==> src/frame_fmt_pkg.sv <==
// frame_fmt_pkg: constants for the word-oriented packet buffer frame layout
// assumes a 16-bit buffer word, low byte holds the earlier byte of each pair
package frame_fmt_pkg;

  localparam int unsigned WADDR_W          = 10;                 // word address width
  localparam logic [9:0]  W_STATUS         = 10'h000;            // status word index
  localparam logic [9:0]  W_COUNT          = 10'h001;            // byte count word index
  localparam logic [9:0]  W_DATA0          = 10'h002;            // first data word index
  localparam logic [10:0] DATA_MAX         = 11'h5fb;            // 1531 data bytes at most
  localparam logic [10:0] COUNT_MAX        = 11'h600;            // 1536 byte count ceiling
  localparam logic [10:0] WIRE_MAX         = 11'h5ee;            // 1518 bytes on the wire
  localparam logic [10:0] WIRE_MIN         = 11'h040;            // 64 bytes on the wire
  localparam logic [10:0] DA_LAST          = 11'h005;            // index of last address byte
  localparam logic [10:0] CNT_SAT          = 11'h7ff;            // saturation of byte counter

  // receive status word fields
  localparam int unsigned ST_ALIGN         = 15;
  localparam int unsigned ST_BCAST         = 14;
  localparam int unsigned ST_CHECKSUM_ERROR_FLAG        = 13;
  localparam int unsigned ST_ODD           = 12;
  localparam int unsigned ST_LONG          = 11;
  localparam int unsigned ST_SHORT         = 10;
  localparam int unsigned ST_HASH_LO       = 1;
  localparam int unsigned ST_GROUP         = 0;

  // control byte fields
  localparam logic [7:0]  RX_CTL_BASE      = 8'h40;              // fixed 0,1 in the top bits
  localparam int unsigned CTL_ODD          = 5;
  localparam int unsigned CTL_CRC          = 4;

  // checksum constants
  localparam logic [31:0] CRC_INIT         = 32'hffffffff;
  localparam logic [31:0] CRC_POLY_REFL    = 32'hedb88320;
  localparam logic [31:0] CRC_RESIDUE      = 32'hdebb20e3;       // register after a good frame

  localparam logic [7:0]  BYTE_ONES        = 8'hff;
  localparam logic [7:0]  BYTE_ZERO        = 8'h00;

  typedef enum logic [4:0] {
    R_IDLE = 5'b00001,
    R_DATA = 5'b00010,
    R_CTL  = 5'b00100,
    R_CNT  = 5'b01000,
    R_STAT = 5'b10000
  } rx_state_t;

  typedef enum logic [5:0] {
    T_IDLE  = 6'b000001,
    T_CNT   = 6'b000010,
    T_CTL   = 6'b000100,
    T_FETCH = 6'b001000,
    T_LO    = 6'b010000,
    T_HI    = 6'b100000
  } tx_state_t;

endpackage : frame_fmt_pkg

==> src/crc_if.sv <==
// crc_if: signals between the frame logic and its checksum engine
// assumes one clock shared by both ends
`timescale 1ns/1ps
interface crc_if;
  logic        clear;
  logic        en;
  logic [7:0]  data;
  logic [31:0] value;
  modport user   (output clear, output en, output data, input value);
  modport engine (input clear, input en, input data, output value);
endinterface : crc_if

==> src/crc32_engine.sv <==
// crc32_engine: byte-wide ieee 802.3 checksum register, lsb first
// assumes clear and en come from logic on the same clock
`timescale 1ns/1ps
module crc32_engine
  import frame_fmt_pkg::*;
(
  input  wire logic clock,
  input  wire logic reset,
  crc_if.engine     cif
);

  logic [31:0] crc_r;
  logic [31:0] crc_nxt;

  // one byte of the reflected polynomial division
  function automatic logic [31:0] crc_byte(input logic [31:0] c, input logic [7:0] d);
    logic [31:0] r;
    r = c ^ {24'h000000, d};
    for (int i = 0; i < 8; i++) begin
      r = r[0] ? ((r >> 1) ^ CRC_POLY_REFL) : (r >> 1);
    end
    return r;
  endfunction : crc_byte

  // next register value
  always_comb begin
    crc_nxt = crc_r;
    if (cif.clear) begin
      crc_nxt = CRC_INIT;
    end else if (cif.en) begin
      crc_nxt = crc_byte(crc_r, cif.data);
    end
  end

  // register
  always_ff @(posedge clock or posedge reset) begin
    if (reset) begin
      crc_r <= CRC_INIT;
    end else begin
      crc_r <= crc_nxt;
    end
  end

  assign cif.value = crc_r;

endmodule : crc32_engine

==> src/packet_buffer_frame_format.sv <==
// packet_buffer_frame_format: writes received frames into the packet buffer
// and reads host-built transmit frames out of it as a byte stream
// assumes a buffer with a registered write port and a read port that answers the
// registered read address within the same cycle,
// and byte streams from logic on the same clock
`timescale 1ns/1ps

// Summary of operation
// (RULE_01) each frame holds status word, byte count word, then data, in 16-bit words
// (RULE_02) half the byte count is the word total including control byte
// (RULE_03) receive byte count is always even; odd flag marks last low byte valid
// (RULE_04) transmit byte count bit zero is read as zero
// (RULE_05) a frame never exceeds six 256-byte pages, byte count at most 1536
// (RULE_06) data starts at byte offset 4 and holds at most 1531 bytes
// (RULE_07) the host supplies every transmit byte including the source address
// (RULE_08) no station address is inserted; receive data comes only from the network
// (RULE_09) the length or type field passes through untouched as payload
// (RULE_10) the control byte sits in the upper byte of the last word
// (RULE_11) transmit odd flag set sends the byte before the control byte
// (RULE_12) per-frame checksum flag applies only when automatic checksum is suppressed
// (RULE_13) receive control byte is 0,1, odd flag, then zeros
// (RULE_14) a status word is written at the start of every received frame
// (RULE_15) alignment, broadcast and bad checksum each have their own status flag
// (RULE_16) odd length flag is set for a received odd byte count
// (RULE_17) oversize flag for frames over 1518 bytes on the wire
// (RULE_18) undersize flag for frames under 64 bytes on the wire
// (RULE_19) hash is top six checksum bits over the destination address
// (RULE_20) hash bits 5..3 pick table byte, bits 2..0 pick bit
// (RULE_21) group frames flagged; a set table bit accepts them regardless of filters
// (RULE_22) checksum is the ieee 802.3 32-bit polynomial in transmission order
module packet_buffer_frame_format
  import frame_fmt_pkg::*;
(
  input  wire logic         clock,
  input  wire logic         reset,
  input  wire logic         rx_valid,
  input  wire logic [7:0]   rx_byte,
  input  wire logic         rx_last,
  input  wire logic         rx_align_err,
  output logic              rx_ready,
  input  wire logic [63:0]  multicast_table,
  input  wire logic         other_filter_pass,
  output logic              rx_accept,
  output logic              rx_done,
  output logic              rxb_wr_en,
  output logic [9:0]        rxb_wr_addr,
  output logic [15:0]       rxb_wr_data,
  input  wire logic         tx_start,
  input  wire logic         suppress_auto_checksum,
  output logic [9:0]        txb_rd_addr,
  input  wire logic [15:0]  txb_rd_data,
  output logic              tx_valid,
  output logic [7:0]        tx_byte,
  input  wire logic         tx_ready,
  output logic              tx_append_checksum,
  output logic              tx_busy,
  output logic              tx_done
);

  ////////////////////////////////////////////////////////////////////////////////
  // helpers

  // word index of the byte at data position n
  function automatic logic [9:0] data_word(input logic [10:0] n);
    return W_DATA0 + 10'(n >> 1);
  endfunction : data_word

  // bit-reversed top six checksum bits, msb of the polynomial first
  function automatic logic [5:0] crc_hash(input logic [31:0] c);
    return {c[0], c[1], c[2], c[3], c[4], c[5]};
  endfunction : crc_hash

  ////////////////////////////////////////////////////////////////////////////////
  // receive side

  crc_if rx_crc ();

  crc32_engine u_crc (
    .clock (clock),
    .reset (reset),
    .cif   (rx_crc.engine)
  );

  rx_state_t   rst_r,  rst_nxt;
  logic [10:0] n_r,    n_nxt;       // bytes seen on the wire
  logic [7:0]  low_r,  low_nxt;     // pending even byte
  logic        bc_r,   bc_nxt;
  logic        grp_r,  grp_nxt;
  logic        aln_r,  aln_nxt;
  logic        hpend_r, hpend_nxt;
  logic [5:0]  hash_r, hash_nxt;
  logic        we_r,   we_nxt;
  logic [9:0]  wa_r,   wa_nxt;
  logic [15:0] wd_r,   wd_nxt;
  logic        acc_r,  acc_nxt;
  logic        done_r, done_nxt;
  logic        take;
  logic [10:0] stored;
  logic [9:0]  ctl_word;

  assign rx_ready = (rst_r == R_IDLE) || (rst_r == R_DATA);
  assign take     = rx_valid && rx_ready;
  assign stored   = (n_r > DATA_MAX) ? DATA_MAX : n_r;            // [RULE_06]
  assign ctl_word = data_word(stored);                            // [RULE_10]

  assign rx_crc.clear = (rst_r == R_STAT);
  assign rx_crc.en    = take;                                    // [RULE_22]
  assign rx_crc.data  = rx_byte;

  // next state of the receive writer
  always_comb begin
    rst_nxt   = rst_r;
    n_nxt     = n_r;
    low_nxt   = low_r;
    bc_nxt    = bc_r;
    grp_nxt   = grp_r;
    aln_nxt   = aln_r;
    hpend_nxt = 1'b0;
    hash_nxt  = hash_r;
    we_nxt    = 1'b0;
    wa_nxt    = wa_r;
    wd_nxt    = wd_r;
    acc_nxt   = acc_r;
    done_nxt  = 1'b0;
    if (hpend_r) begin
      hash_nxt = crc_hash(rx_crc.value);                          // [RULE_19]
    end
    case (rst_r)
      R_IDLE, R_DATA: begin
        if (take) begin
          rst_nxt = rx_last ? R_CTL : R_DATA;
          n_nxt   = (n_r == CNT_SAT) ? n_r : n_r + 11'h001;
          aln_nxt = aln_r | rx_align_err;
          if (n_r == 11'h000) begin
            grp_nxt = rx_byte[0];
          end
          if (n_r <= DA_LAST) begin
            bc_nxt = bc_r & (rx_byte == BYTE_ONES);
          end
          hpend_nxt = (n_r == DA_LAST);
          // network bytes stored as they come, length field included [RULE_08] [RULE_09]
          if (n_r < DATA_MAX) begin
            if (n_r[0]) begin
              we_nxt = 1'b1;
              wa_nxt = data_word(n_r);                           // [RULE_01]
              wd_nxt = {rx_byte, low_r};
            end else begin
              low_nxt = rx_byte;
            end
          end
        end
      end
      R_CTL: begin
        we_nxt  = 1'b1;
        wa_nxt  = ctl_word;
        wd_nxt  = {RX_CTL_BASE | (8'(stored[0]) << CTL_ODD),     // [RULE_13]
                   stored[0] ? low_r : BYTE_ZERO};                 // [RULE_10]
        rst_nxt = R_CNT;
      end
      R_CNT: begin
        we_nxt  = 1'b1;
        wa_nxt  = W_COUNT;
        wd_nxt  = {5'h00, ctl_word + 10'h001, 1'b0};               // [RULE_02] [RULE_03]
        rst_nxt = R_STAT;
      end
      R_STAT: begin
        we_nxt = 1'b1;
        wa_nxt = W_STATUS;                                         // [RULE_14]
        wd_nxt = 16'h0000;
        wd_nxt[ST_ALIGN]  = aln_r;                                 // [RULE_15]
        wd_nxt[ST_BCAST]  = bc_r;
        wd_nxt[ST_CHECKSUM_ERROR_FLAG] = (rx_crc.value != CRC_RESIDUE);
        wd_nxt[ST_ODD]    = n_r[0];                                // [RULE_16]
        wd_nxt[ST_LONG]   = (n_r > WIRE_MAX);                      // [RULE_17]
        wd_nxt[ST_SHORT]  = (n_r < WIRE_MIN);                      // [RULE_18]
        wd_nxt[ST_HASH_LO +: 6] = hash_r;
        wd_nxt[ST_GROUP]  = grp_r;                                 // [RULE_21]
        // hash bits 5..3 pick the table byte, 2..0 the bit in it [RULE_20]
        acc_nxt  = (grp_r && multicast_table[{hash_r[5:3], hash_r[2:0]}]) ||
                   other_filter_pass;                              // [RULE_21]
        done_nxt = 1'b1;
        n_nxt    = 11'h000;
        bc_nxt   = 1'b1;
        grp_nxt  = 1'b0;
        aln_nxt  = 1'b0;
        rst_nxt  = R_IDLE;
      end
      default: rst_nxt = R_IDLE;
    endcase
  end

  // receive registers
  always_ff @(posedge clock or posedge reset) begin
    if (reset) begin
      rst_r   <= R_IDLE;
      n_r     <= 11'h000;
      low_r   <= 8'h00;
      bc_r    <= 1'b1;
      grp_r   <= 1'b0;
      aln_r   <= 1'b0;
      hpend_r <= 1'b0;
      hash_r  <= 6'h00;
      we_r    <= 1'b0;
      wa_r    <= 10'h000;
      wd_r    <= 16'h0000;
      acc_r   <= 1'b0;
      done_r  <= 1'b0;
    end else begin
      rst_r   <= rst_nxt;
      n_r     <= n_nxt;
      low_r   <= low_nxt;
      bc_r    <= bc_nxt;
      grp_r   <= grp_nxt;
      aln_r   <= aln_nxt;
      hpend_r <= hpend_nxt;
      hash_r  <= hash_nxt;
      we_r    <= we_nxt;
      wa_r    <= wa_nxt;
      wd_r    <= wd_nxt;
      acc_r   <= acc_nxt;
      done_r  <= done_nxt;
    end
  end

  assign rxb_wr_en   = we_r;
  assign rxb_wr_addr = wa_r;
  assign rxb_wr_data = wd_r;
  assign rx_accept   = acc_r;
  assign rx_done     = done_r;

  ////////////////////////////////////////////////////////////////////////////////
  // transmit side

  tx_state_t   tst_r, tst_nxt;
  logic [9:0]  last_r, last_nxt;    // index of the control word
  logic [9:0]  idx_r,  idx_nxt;
  logic [9:0]  ra_r,   ra_nxt;
  logic [15:0] hold_r, hold_nxt;
  logic        odd_r,  odd_nxt;
  logic        app_r,  app_nxt;
  logic [7:0]  tb_r,   tb_nxt;
  logic        tdone_r, tdone_nxt;
  logic [10:0] tcount;

  // stored count with bit zero forced low and clamped to the page limit
  assign tcount = (txb_rd_data[10:0] > COUNT_MAX) ? COUNT_MAX :
                  {txb_rd_data[10:1], 1'b0};                      // [RULE_04] [RULE_05]

  // next state of the transmit reader
  always_comb begin
    tst_nxt   = tst_r;
    last_nxt  = last_r;
    idx_nxt   = idx_r;
    ra_nxt    = ra_r;
    hold_nxt  = hold_r;
    odd_nxt   = odd_r;
    app_nxt   = app_r;
    tb_nxt    = tb_r;
    tdone_nxt = 1'b0;
    case (tst_r)
      T_IDLE: begin
        if (tx_start) begin
          ra_nxt  = W_COUNT;
          tst_nxt = T_CNT;
        end
      end
      T_CNT: begin
        last_nxt = 10'(tcount >> 1) - 10'h001;                    // [RULE_02]
        ra_nxt   = 10'(tcount >> 1) - 10'h001;
        tst_nxt  = T_CTL;
      end
      T_CTL: begin
        odd_nxt = txb_rd_data[8 + CTL_ODD];                        // [RULE_10]
        app_nxt = !suppress_auto_checksum || txb_rd_data[8 + CTL_CRC]; // [RULE_12]
        idx_nxt = W_DATA0;
        ra_nxt  = W_DATA0;
        if (last_r < W_DATA0 || (last_r == W_DATA0 && !txb_rd_data[8 + CTL_ODD])) begin
          tdone_nxt = 1'b1;
          tst_nxt   = T_IDLE;
        end else begin
          tst_nxt = T_FETCH;
        end
      end
      T_FETCH: begin
        // host bytes sent as stored, no address substituted [RULE_07] [RULE_08] [RULE_09]
        hold_nxt = txb_rd_data;
        tb_nxt   = txb_rd_data[7:0];
        tst_nxt  = T_LO;
      end
      T_LO: begin
        if (tx_ready) begin
          if (idx_r == last_r) begin
            tdone_nxt = 1'b1;
            tst_nxt   = T_IDLE;
          end else begin
            tb_nxt  = hold_r[15:8];
            tst_nxt = T_HI;
          end
        end
      end
      T_HI: begin
        if (tx_ready) begin
          idx_nxt = idx_r + 10'h001;
          ra_nxt  = idx_r + 10'h001;
          // the last byte before the control byte only goes out when odd [RULE_11]
          if (idx_r + 10'h001 == last_r && !odd_r) begin
            tdone_nxt = 1'b1;
            tst_nxt   = T_IDLE;
          end else begin
            tst_nxt = T_FETCH;
          end
        end
      end
      default: tst_nxt = T_IDLE;
    endcase
  end

  // transmit registers
  always_ff @(posedge clock or posedge reset) begin
    if (reset) begin
      tst_r   <= T_IDLE;
      last_r  <= 10'h000;
      idx_r   <= 10'h000;
      ra_r    <= 10'h000;
      hold_r  <= 16'h0000;
      odd_r   <= 1'b0;
      app_r   <= 1'b0;
      tb_r    <= 8'h00;
      tdone_r <= 1'b0;
    end else begin
      tst_r   <= tst_nxt;
      last_r  <= last_nxt;
      idx_r   <= idx_nxt;
      ra_r    <= ra_nxt;
      hold_r  <= hold_nxt;
      odd_r   <= odd_nxt;
      app_r   <= app_nxt;
      tb_r    <= tb_nxt;
      tdone_r <= tdone_nxt;
    end
  end

  assign txb_rd_addr        = ra_r;
  assign tx_valid           = (tst_r == T_LO) || (tst_r == T_HI);
  assign tx_byte            = tb_r;
  assign tx_append_checksum = app_r;
  assign tx_busy            = (tst_r != T_IDLE);
  assign tx_done            = tdone_r;

  ////////////////////////////////////////////////////////////////////////////////
  // checks

  a_rx_count_even: assert property (@(posedge clock) disable iff (reset)   // [RULE_03]
    (we_r && wa_r == W_COUNT) |-> (wd_r[0] == 1'b0 && wd_r[10:0] <= COUNT_MAX))
    else $error("receive byte count odd or too large");

  a_rx_ctl_pattern: assert property (@(posedge clock) disable iff (reset)  // [RULE_13]
    (rst_r == R_CTL) |=> (wd_r[15:14] == 2'b01 && wd_r[12:8] == 5'h00
                          && wd_r[13] == $past(stored[0])))
    else $error("receive control byte pattern wrong");

  a_rx_status_seq: assert property (@(posedge clock) disable iff (reset)   // [RULE_14]
    (rst_r == R_DATA && take && rx_last) |=> ##2 (we_r && wa_r == W_COUNT)
                                          ##1 (we_r && wa_r == W_STATUS && rx_done))
    else $error("status word not written after frame");

  a_rx_short_flag: assert property (@(posedge clock) disable iff (reset)   // [RULE_18]
    (rst_r == R_STAT) |=> (wd_r[ST_SHORT] == ($past(n_r) < WIRE_MIN)
                           && wd_r[ST_LONG] == ($past(n_r) > WIRE_MAX)))
    else $error("length flags disagree with byte count");

  a_rx_odd_flag: assert property (@(posedge clock) disable iff (reset)     // [RULE_16]
    (rst_r == R_STAT) |=> (wd_r[ST_ODD] == $past(n_r[0])))
    else $error("odd length flag wrong");

  a_rx_data_limit: assert property (@(posedge clock) disable iff (reset)   // [RULE_06]
    (we_r && rst_r == R_DATA) |-> (wa_r >= W_DATA0 && wa_r < W_DATA0 + 10'(DATA_MAX >> 1) + 10'h001))
    else $error("data word written outside data area");

  a_tx_checksum_sel: assert property (@(posedge clock) disable iff (reset) // [RULE_12]
    (tst_r == T_CTL) |=> (tx_append_checksum ==
                          (!$past(suppress_auto_checksum) || $past(txb_rd_data[8 + CTL_CRC]))))
    else $error("append checksum selection wrong");

  a_tx_count_lsb: assert property (@(posedge clock) disable iff (reset)    // [RULE_04]
    (tst_r == T_CNT) |=> (txb_rd_addr == 10'($past(tcount) >> 1) - 10'h001
                          && last_r == txb_rd_addr))
    else $error("control word index not from masked count");

  a_tx_no_ctl_byte: assert property (@(posedge clock) disable iff (reset)  // [RULE_11]
    (tst_r == T_HI && tx_ready && idx_r + 10'h001 == last_r && !odd_r) |=> tx_done)
    else $error("byte before control byte sent while even");

endmodule : packet_buffer_frame_format

==> config.mk <==
export PLATFORM = sky130hd
export DESIGN_NAME = packet_buffer_frame_format
export DESIGN_NICKNAME = d
export VERILOG_FILES = /design/src/frame_fmt_pkg.sv /design/src/crc_if.sv /design/src/crc32_engine.sv /design/src/packet_buffer_frame_format.sv
export SDC_FILE = /design/constraint.sdc
export NUM_CORES = 1
export LEC_CHECK = 0
export BUFFER_PORTS_ARGS = -buffer_cell sky130_fd_sc_hd__buf_4
export CORE_MARGIN = 10
export CORE_UTILIZATION = 45
export DETAILED_ROUTE_END_ITERATION = 8
export GPL_TIMING_DRIVEN = 1
export PLACE_DENSITY = 0.68
export SETUP_SLACK_MARGIN = 0.1
export SYNTH_ARGS = -nofsm -noshare
export SYNTH_HDL_FRONTEND = slang
export SYNTH_SLANG_ARGS = --single-unit
==> constraint.sdc <==
create_clock -name clock -period 4.95 [get_ports clock]
set_input_delay 0.99 -clock clock [delete_from_list [all_inputs] [get_ports clock]]
set_output_delay 0.99 -clock clock [all_outputs]
set_load 0.01 [all_outputs]
# --- After elaboration in Yosys (flattened, before gate mapping) ---
# Index checks and enable logic that the tools add are counted.
classes:
  bitwise_logic: 12
  magnitude_cmp: 8
  n_eq_ne: 29
  mux: 64
  reduce_logical: 31
  n_addsub: 6
ops:
  columns: ["operator", "count"]
  rows:
  - ["$mux 32", 10]
  - ["$not 13->14", 8]
  - ["$pmux 10 s4", 2]
  - ["$pmux 16 s4", 1]
  - ["$mux 10", 5]
  - ["$mux 16", 3]
  - ["$mux 11", 4]
  - ["$pmux 6 s6", 1]
  - ["$gt 11x11->1 const B", 3]
  - ["$ne 32x32->1 const B", 1]
  - ["$xor 32x8->32", 1]
  - ["$mux 6", 4]
  - ["$mux 8", 3]
  - ["$pmux 11 s2", 1]
  - ["$add 10x1->10 const B", 2]
  - ["$add 2x10->10 const A", 2]
  - ["$eq 10x10->1", 2]
  - ["$ne 2x2->1 const B", 10]
  - ["$pmux 10 s2", 1]
  - ["$reduce_and 3->1", 6]
  - ["$mux 1", 17]
  - ["$pmux 8 s2", 1]
  - ["$pmux 5 s3", 1]
  - ["$add 11x1->11 const B", 1]
  - ["other kinds (41)", 60]
totals:
  out_inout_bits: 52
  register_bits: 158
  in_bits: 97
  elab_cells: 173

# --- Longest topological paths before layout ---
logic_depth:
  word_depth: 19
  mapped_depth: 14
  depth_no_buf: 12

# --- Cells and area by module ---
# From an unflattened synthesis, not the netlist that was laid out.
unflattened:
  hier_cells: 902
  hier_area_um2: 9460.3
modules_own_cells:
  columns: ["mod", "cells_per_inst", "area_each_um2", "seq_area_each_um2", "n_inst"]
  rows:
  - ["packet_buffer_frame_format", 729, 7194.4, 2956.6, 1]
  - ["crc32_engine", 173, 2265.9, 840.8, 1]

# --- Least setup slack after synthesis ---
# No wires, ideal clock.
synth_path:
  path_type: "flip-flop to flip-flop"
  start: "register n_r[2]"
  end: "register wd_r[7], in the netlist rxb_wr_data[7]"
  setup_time_ps: 126
  slack_ps: 1878
  n_path_buf: 2
  arrival_time_ps: 2946
  path_stages_with_launch: 15
  path_cell_list: "dfrtp_1 > clkbuf_1 > inv_1 > ha_1 > a21boi_0 > a41oi_1 > clkbuf_1 > nand2_1 > ha_1 > nor2b_1 > maj3_1 > a31oi_1 > o21ai_0 > a32oi_1 > o21ai_0"
synth_via:
  elab_chain_cells: 5
  word_cells_on_any_way: 9
  cone_classes: "add/sub: 2; order compare: 2; eq/ne: 1; mux: 3; reduce/logical: 1"
synth_rtl:
  columns: ["item", "line", "text"]
  rows:
  - ["start, declared", "packet_buffer_frame_format.sv:85", "logic [10:0] n_r, n_nxt;"]
  - ["start signal, assigned", "packet_buffer_frame_format.sv:210", "n_r <= n_nxt;"]
  - ["$gt 11x11->1", "packet_buffer_frame_format.sv:103", "assign stored = (n_r > DATA_MAX) ? DATA_MAX : n_r;"]
  - ["$mux 11", "packet_buffer_frame_format.sv:103", null]
  - ["$add 2x10->10", "packet_buffer_frame_format.sv:65", "return W_DATA0 + 10'(n >> 1);"]
  - ["$add 10x1->10", "packet_buffer_frame_format.sv:163", "wd_nxt = {5'h00, ctl_word + 10'h001, 1'b0};"]
  - ["$pmux 16 s4", "packet_buffer_frame_format.sv:128", "case (rst_r)"]
  - ["end signal, assigned", "packet_buffer_frame_format.sv:219", "wd_r <= wd_nxt;"]
  - ["end, declared", "packet_buffer_frame_format.sv:94", "logic [15:0] wd_r, wd_nxt;"]
# Parallel ways exist; a longest one is shown, timed or not.
# A chain may end at the register's enable or synchronous reset.

# --- Final worst setup path ---
layout_path:
  start: "register n_r[1]"
  end: "register wd_r[7], in the netlist rxb_wr_data[7]"
# Same word-level chain as after synthesis.

==> summary.txt <==
Timing
  – Setup Viol. Count Final: 0
  – RSZ-0062 raised after global routing: no
  – FMAX: 0.303 GHz
  – Fin crit period: 3.30 ns
  – Final Hold Slack: between 0.4 and 0.5 ns
  – Slew Viols, Final: 0
  – Sum of negative setup slack: 0 ns
  – Worst Max-Slew Pin Slew: 1.08 ns
  – Setup Skew: 0.0130 ns
  – Slew HR: 27.8%
  – Final Hold Viols: 0
  – Fin crit share: 66.8%

Yosys
  – Seq/Total Area, Yosys: between 40% and 50%
  – Cells after synthesis: 957
  – Fraction of registers with async set or reset after synthesis: 100%
  – Syn. warnings: 0
  – Post-Synthesis Cell Area: 9170 µm²
  – EDFF count, synth: 0
  – Net count after synthesis: 1066
  – #FFs+latches synth: 150
  – Synth unique cells: 74
  – Avg Cell Area, Syn: 9.58 µm²
  – Top_reg_cell synth: dfrtp_1

Setup path
  – Worst setup startpoint: n_r[1]
  – R2R depth: 12
  – RR Endpoint: rxb_wr_data[7]
  – CP endpoint: rxb_wr_data[7]
  – Crit end category: register
  – Reg-to-Reg Start: n_r[1]
  – Worst Path Arrival: 3.60 ns
  – Startpoint types: register
  – CP max FO: 16
  – Critical path class: reg -> reg
  – Reg2reg setup slack: 1.65 ns
  – Required time of the critical path: 5.24 ns

Clocking
  – Root buffer cell: clkbuf_16
  – Clk pin slew, worst setup/hold paths: 0.07 ns
  – Clock Path Buffers: 2
  – CTS Buf Count: 17
  – Clock Sinks: 150
  – Cts hold-fix bufs: 0
  – TritonCTS clock tree: done
  – CTS resizes: 0
  – Clk Latency, worst-skew pair: 0.43 ns
  – Setup bufs post-CTS: 0
  – H-Tree Depth: 4

Finish
  – Fraction of layout cells with a size suffix above 1: 26.8%
  – ANT cells: 0
  – Most common cell after layout, fill and taps aside: buf_4
  – # fillers: 1832
  – P&R area growth vs syn: 20.1%
  – Final core occ: between 50% and 60%
  – Commonest cells after routing, fill and taps aside: buf_4, dfrtp_1, nand2_1, xnor2_1, a21oi_1
  – Fin nets: around 1200

Placed design
  – GPL Wtd Cong: 0.945
  – DPL Wire Length: around 19 mm
  – Port bufs: 148

Detailed routing
  – Via count: 7639
  – Antenna Violating Nets Remaining: 0
  – Initial DRC Count: between 500 and 600
  – Vias/cell: 5.66
  – Post-Route WL: 26.5 mm
  – Drt wl/cell: around 20 µm
  – First-pass DRT Iterations: 5
  – DRC: 0

Pwr
  – Total internal power: 4330 µW
  – Seq pwr share: between 30% and 40%
  – Peak supply drop: 0.335 mV
  – Switching share of power: 39.9%
  – Clock power share: 19.9%
  – Combinational fraction of design power: 47.2%
  – Leakage: 0.00471 µW
  – P_sw: 2880 µW
  – Power per Cell Area: 654 nW/µm²

Die
  – Core area: 20200 µm²
  – Die area: 26500 µm²
  – Initial core utilization: a little under half
  – Chip Height: between 150 and 200 µm
  – Die Span X: 163 µm
  – IO Pins: 149
  – Row cnt: 52

Global routing
  – Grt ovf: 0
  – Gr usage total: 19.9%
  – Initial antenna violation count: 0
  – First-pass GRT wire length: 42.5 mm
  – Vias in the first global route: 7660
  – Largest net degree at the start of global routing: 81

Min path
  – Type of the worst min-delay path: reg -> reg

Outcome
  – Status: finished, final reports clean

Flow run
  – Number of max-cap violations: 0
worst max-delay path, stage by stage (launching register included):
cell and delay (ns):
dfrtp_1 0.68, ha_1 0.31, a21boi_0 0.14, a41oi_1 0.23, buf_4 0.24, nand2_1 0.13, ha_1 0.27, nor2b_1 0.15
maj3_1 0.38, a31oi_1 0.17, o21ai_0 0.10, a32oi_1 0.24, o21ai_0 0.12
flip-flops by register name, indices dropped and copies added, names as in the netlist, 5 cells and up:
signal / flops
u_crc.cif.value: 32
tst_r: 6
tx_byte: 8
n_r: 11
last_r: 10
hold_r: 8
idx_r: 10
low_r: 8
rxb_wr_addr: 10
rst_r: 5
txb_rd_addr: 10
hash_r: 6
rxb_wr_data: 16
per-layer routing:
| metal | vias to the layer above | wire length (µm) | track usage (%) | part of all wire (%) |
|---|---|---|---|---|
| met5 | - | 0 | 0 | 0 |
| met4 | 0 | 440 | 6.15 | 1.7 |
| met3 | 36 | 1540 | 4.78 | 5.8 |
| met2 | 248 | 12700 | 32.2 | 48 |
| met1 | 3706 | 11800 | 26.0 | 45 |
| li1 | 3649 | - | - | - |
worst min path at each step:
stage / start / to / slack [ns] / cells after the start
CTS: txb_rd_addr[5] / txb_rd_addr[5] / 0.48 / 2
detailed placement: txb_rd_addr[5] / txb_rd_addr[5] / 0.46 / 2
global route: txb_rd_addr[4] / txb_rd_addr[4] / 0.52 / 2
floorplan: bc_r / bc_r / 0.46 / 2
global placement: txb_rd_addr[5] / txb_rd_addr[5] / 0.46 / 2
finish: txb_rd_addr[5] / txb_rd_addr[5] / 0.48 / 2
cell usage after synthesis, types with 4 or more instances:
library cell | instances | area (µm²)
nand2_1 | 108 | 405
or4_1 | 6 | 45.0
o211ai_1 | 16 | 120
nor2_1 | 60 | 225
nand4b_1 | 4 | 35.0
buf_6 | 5 | 56.3
nor2b_1 | 6 | 37.5
a21o_1 | 9 | 67.6
dfrtp_1 | 115 | 2880
a21oi_1 | 65 | 325
a22o_1 | 7 | 61.3
clkbuf_1 | 47 | 176
nor3_1 | 41 | 205
nor4_1 | 8 | 50.1
dfstp_2 | 35 | 920
mux2_2 | 33 | 372
nand3b_1 | 6 | 45.0
ha_1 | 12 | 150
mux4_2 | 18 | 405
nand3_1 | 28 | 140
or3_1 | 6 | 37.5
buf_2 | 6 | 30.0
and2_1 | 6 | 37.5
and3_1 | 9 | 56.3
inv_1 | 23 | 86.3
o21ai_0 | 57 | 285
a31oi_1 | 11 | 68.8
o22ai_1 | 6 | 37.5
buf_1 | 4 | 15.0
nand2b_1 | 4 | 25.0
mux2i_1 | 6 | 60.1
xnor2_1 | 79 | 692
xor2_1 | 34 | 298
nand4_1 | 12 | 75.1
area by class of cell:
cell class	instances	area, µm²	share of cell area (%)
clock buffer	18	439	3.99
inverter	25	103	0.931
timing repair buffer	154	1160	10.5
clock inverter	14	208	1.88
multi-input combinational	718	4980	45.2
sequential	150	3800	34.5
tap	270	338	3.07
per-stage QoR:
| step | power (µW) | worst slack, ns | std cells | area [µm²] |
|---|---|---|---|---|
| 3_3_place_gp | 5730 | 1.76 | 1317 | 10400 |
| 2_1_floorplan | 4860 | 1.88 | 957 | 9180 |
| 3_5_place_dp | 5770 | 1.73 | 1317 | 10400 |
| 5_1_grt | 7740 | 1.47 | 1349 | 11000 |
| 4_1_cts | 7250 | 1.73 | 1349 | 11000 |
| 6_report | 7210 | 1.65 | 1349 | 11000 |
logic make-up after synthesis:
kind of cell	share of synthesized area, %
buf+inv	4.41
simple gates	16.8
flops	41.4
compound gates	14.5
fa+ha+maj	1.75
xor+xnor	12.0
mux	9.13
power by group through the flow:
stage / registers [µW] / clock network [µW] / logic (µW)
6_report: 2370 / 1430 / 3400
3_3_place_gp: 2370 / 0 / 3360
4_1_cts: 2370 / 1460 / 3430
2_1_floorplan: 2150 / 0 / 2710
3_5_place_dp: 2380 / 0 / 3390
5_1_grt: 2450 / 1520 / 3780
Note: power is estimated with default switching activity, not from simulation.
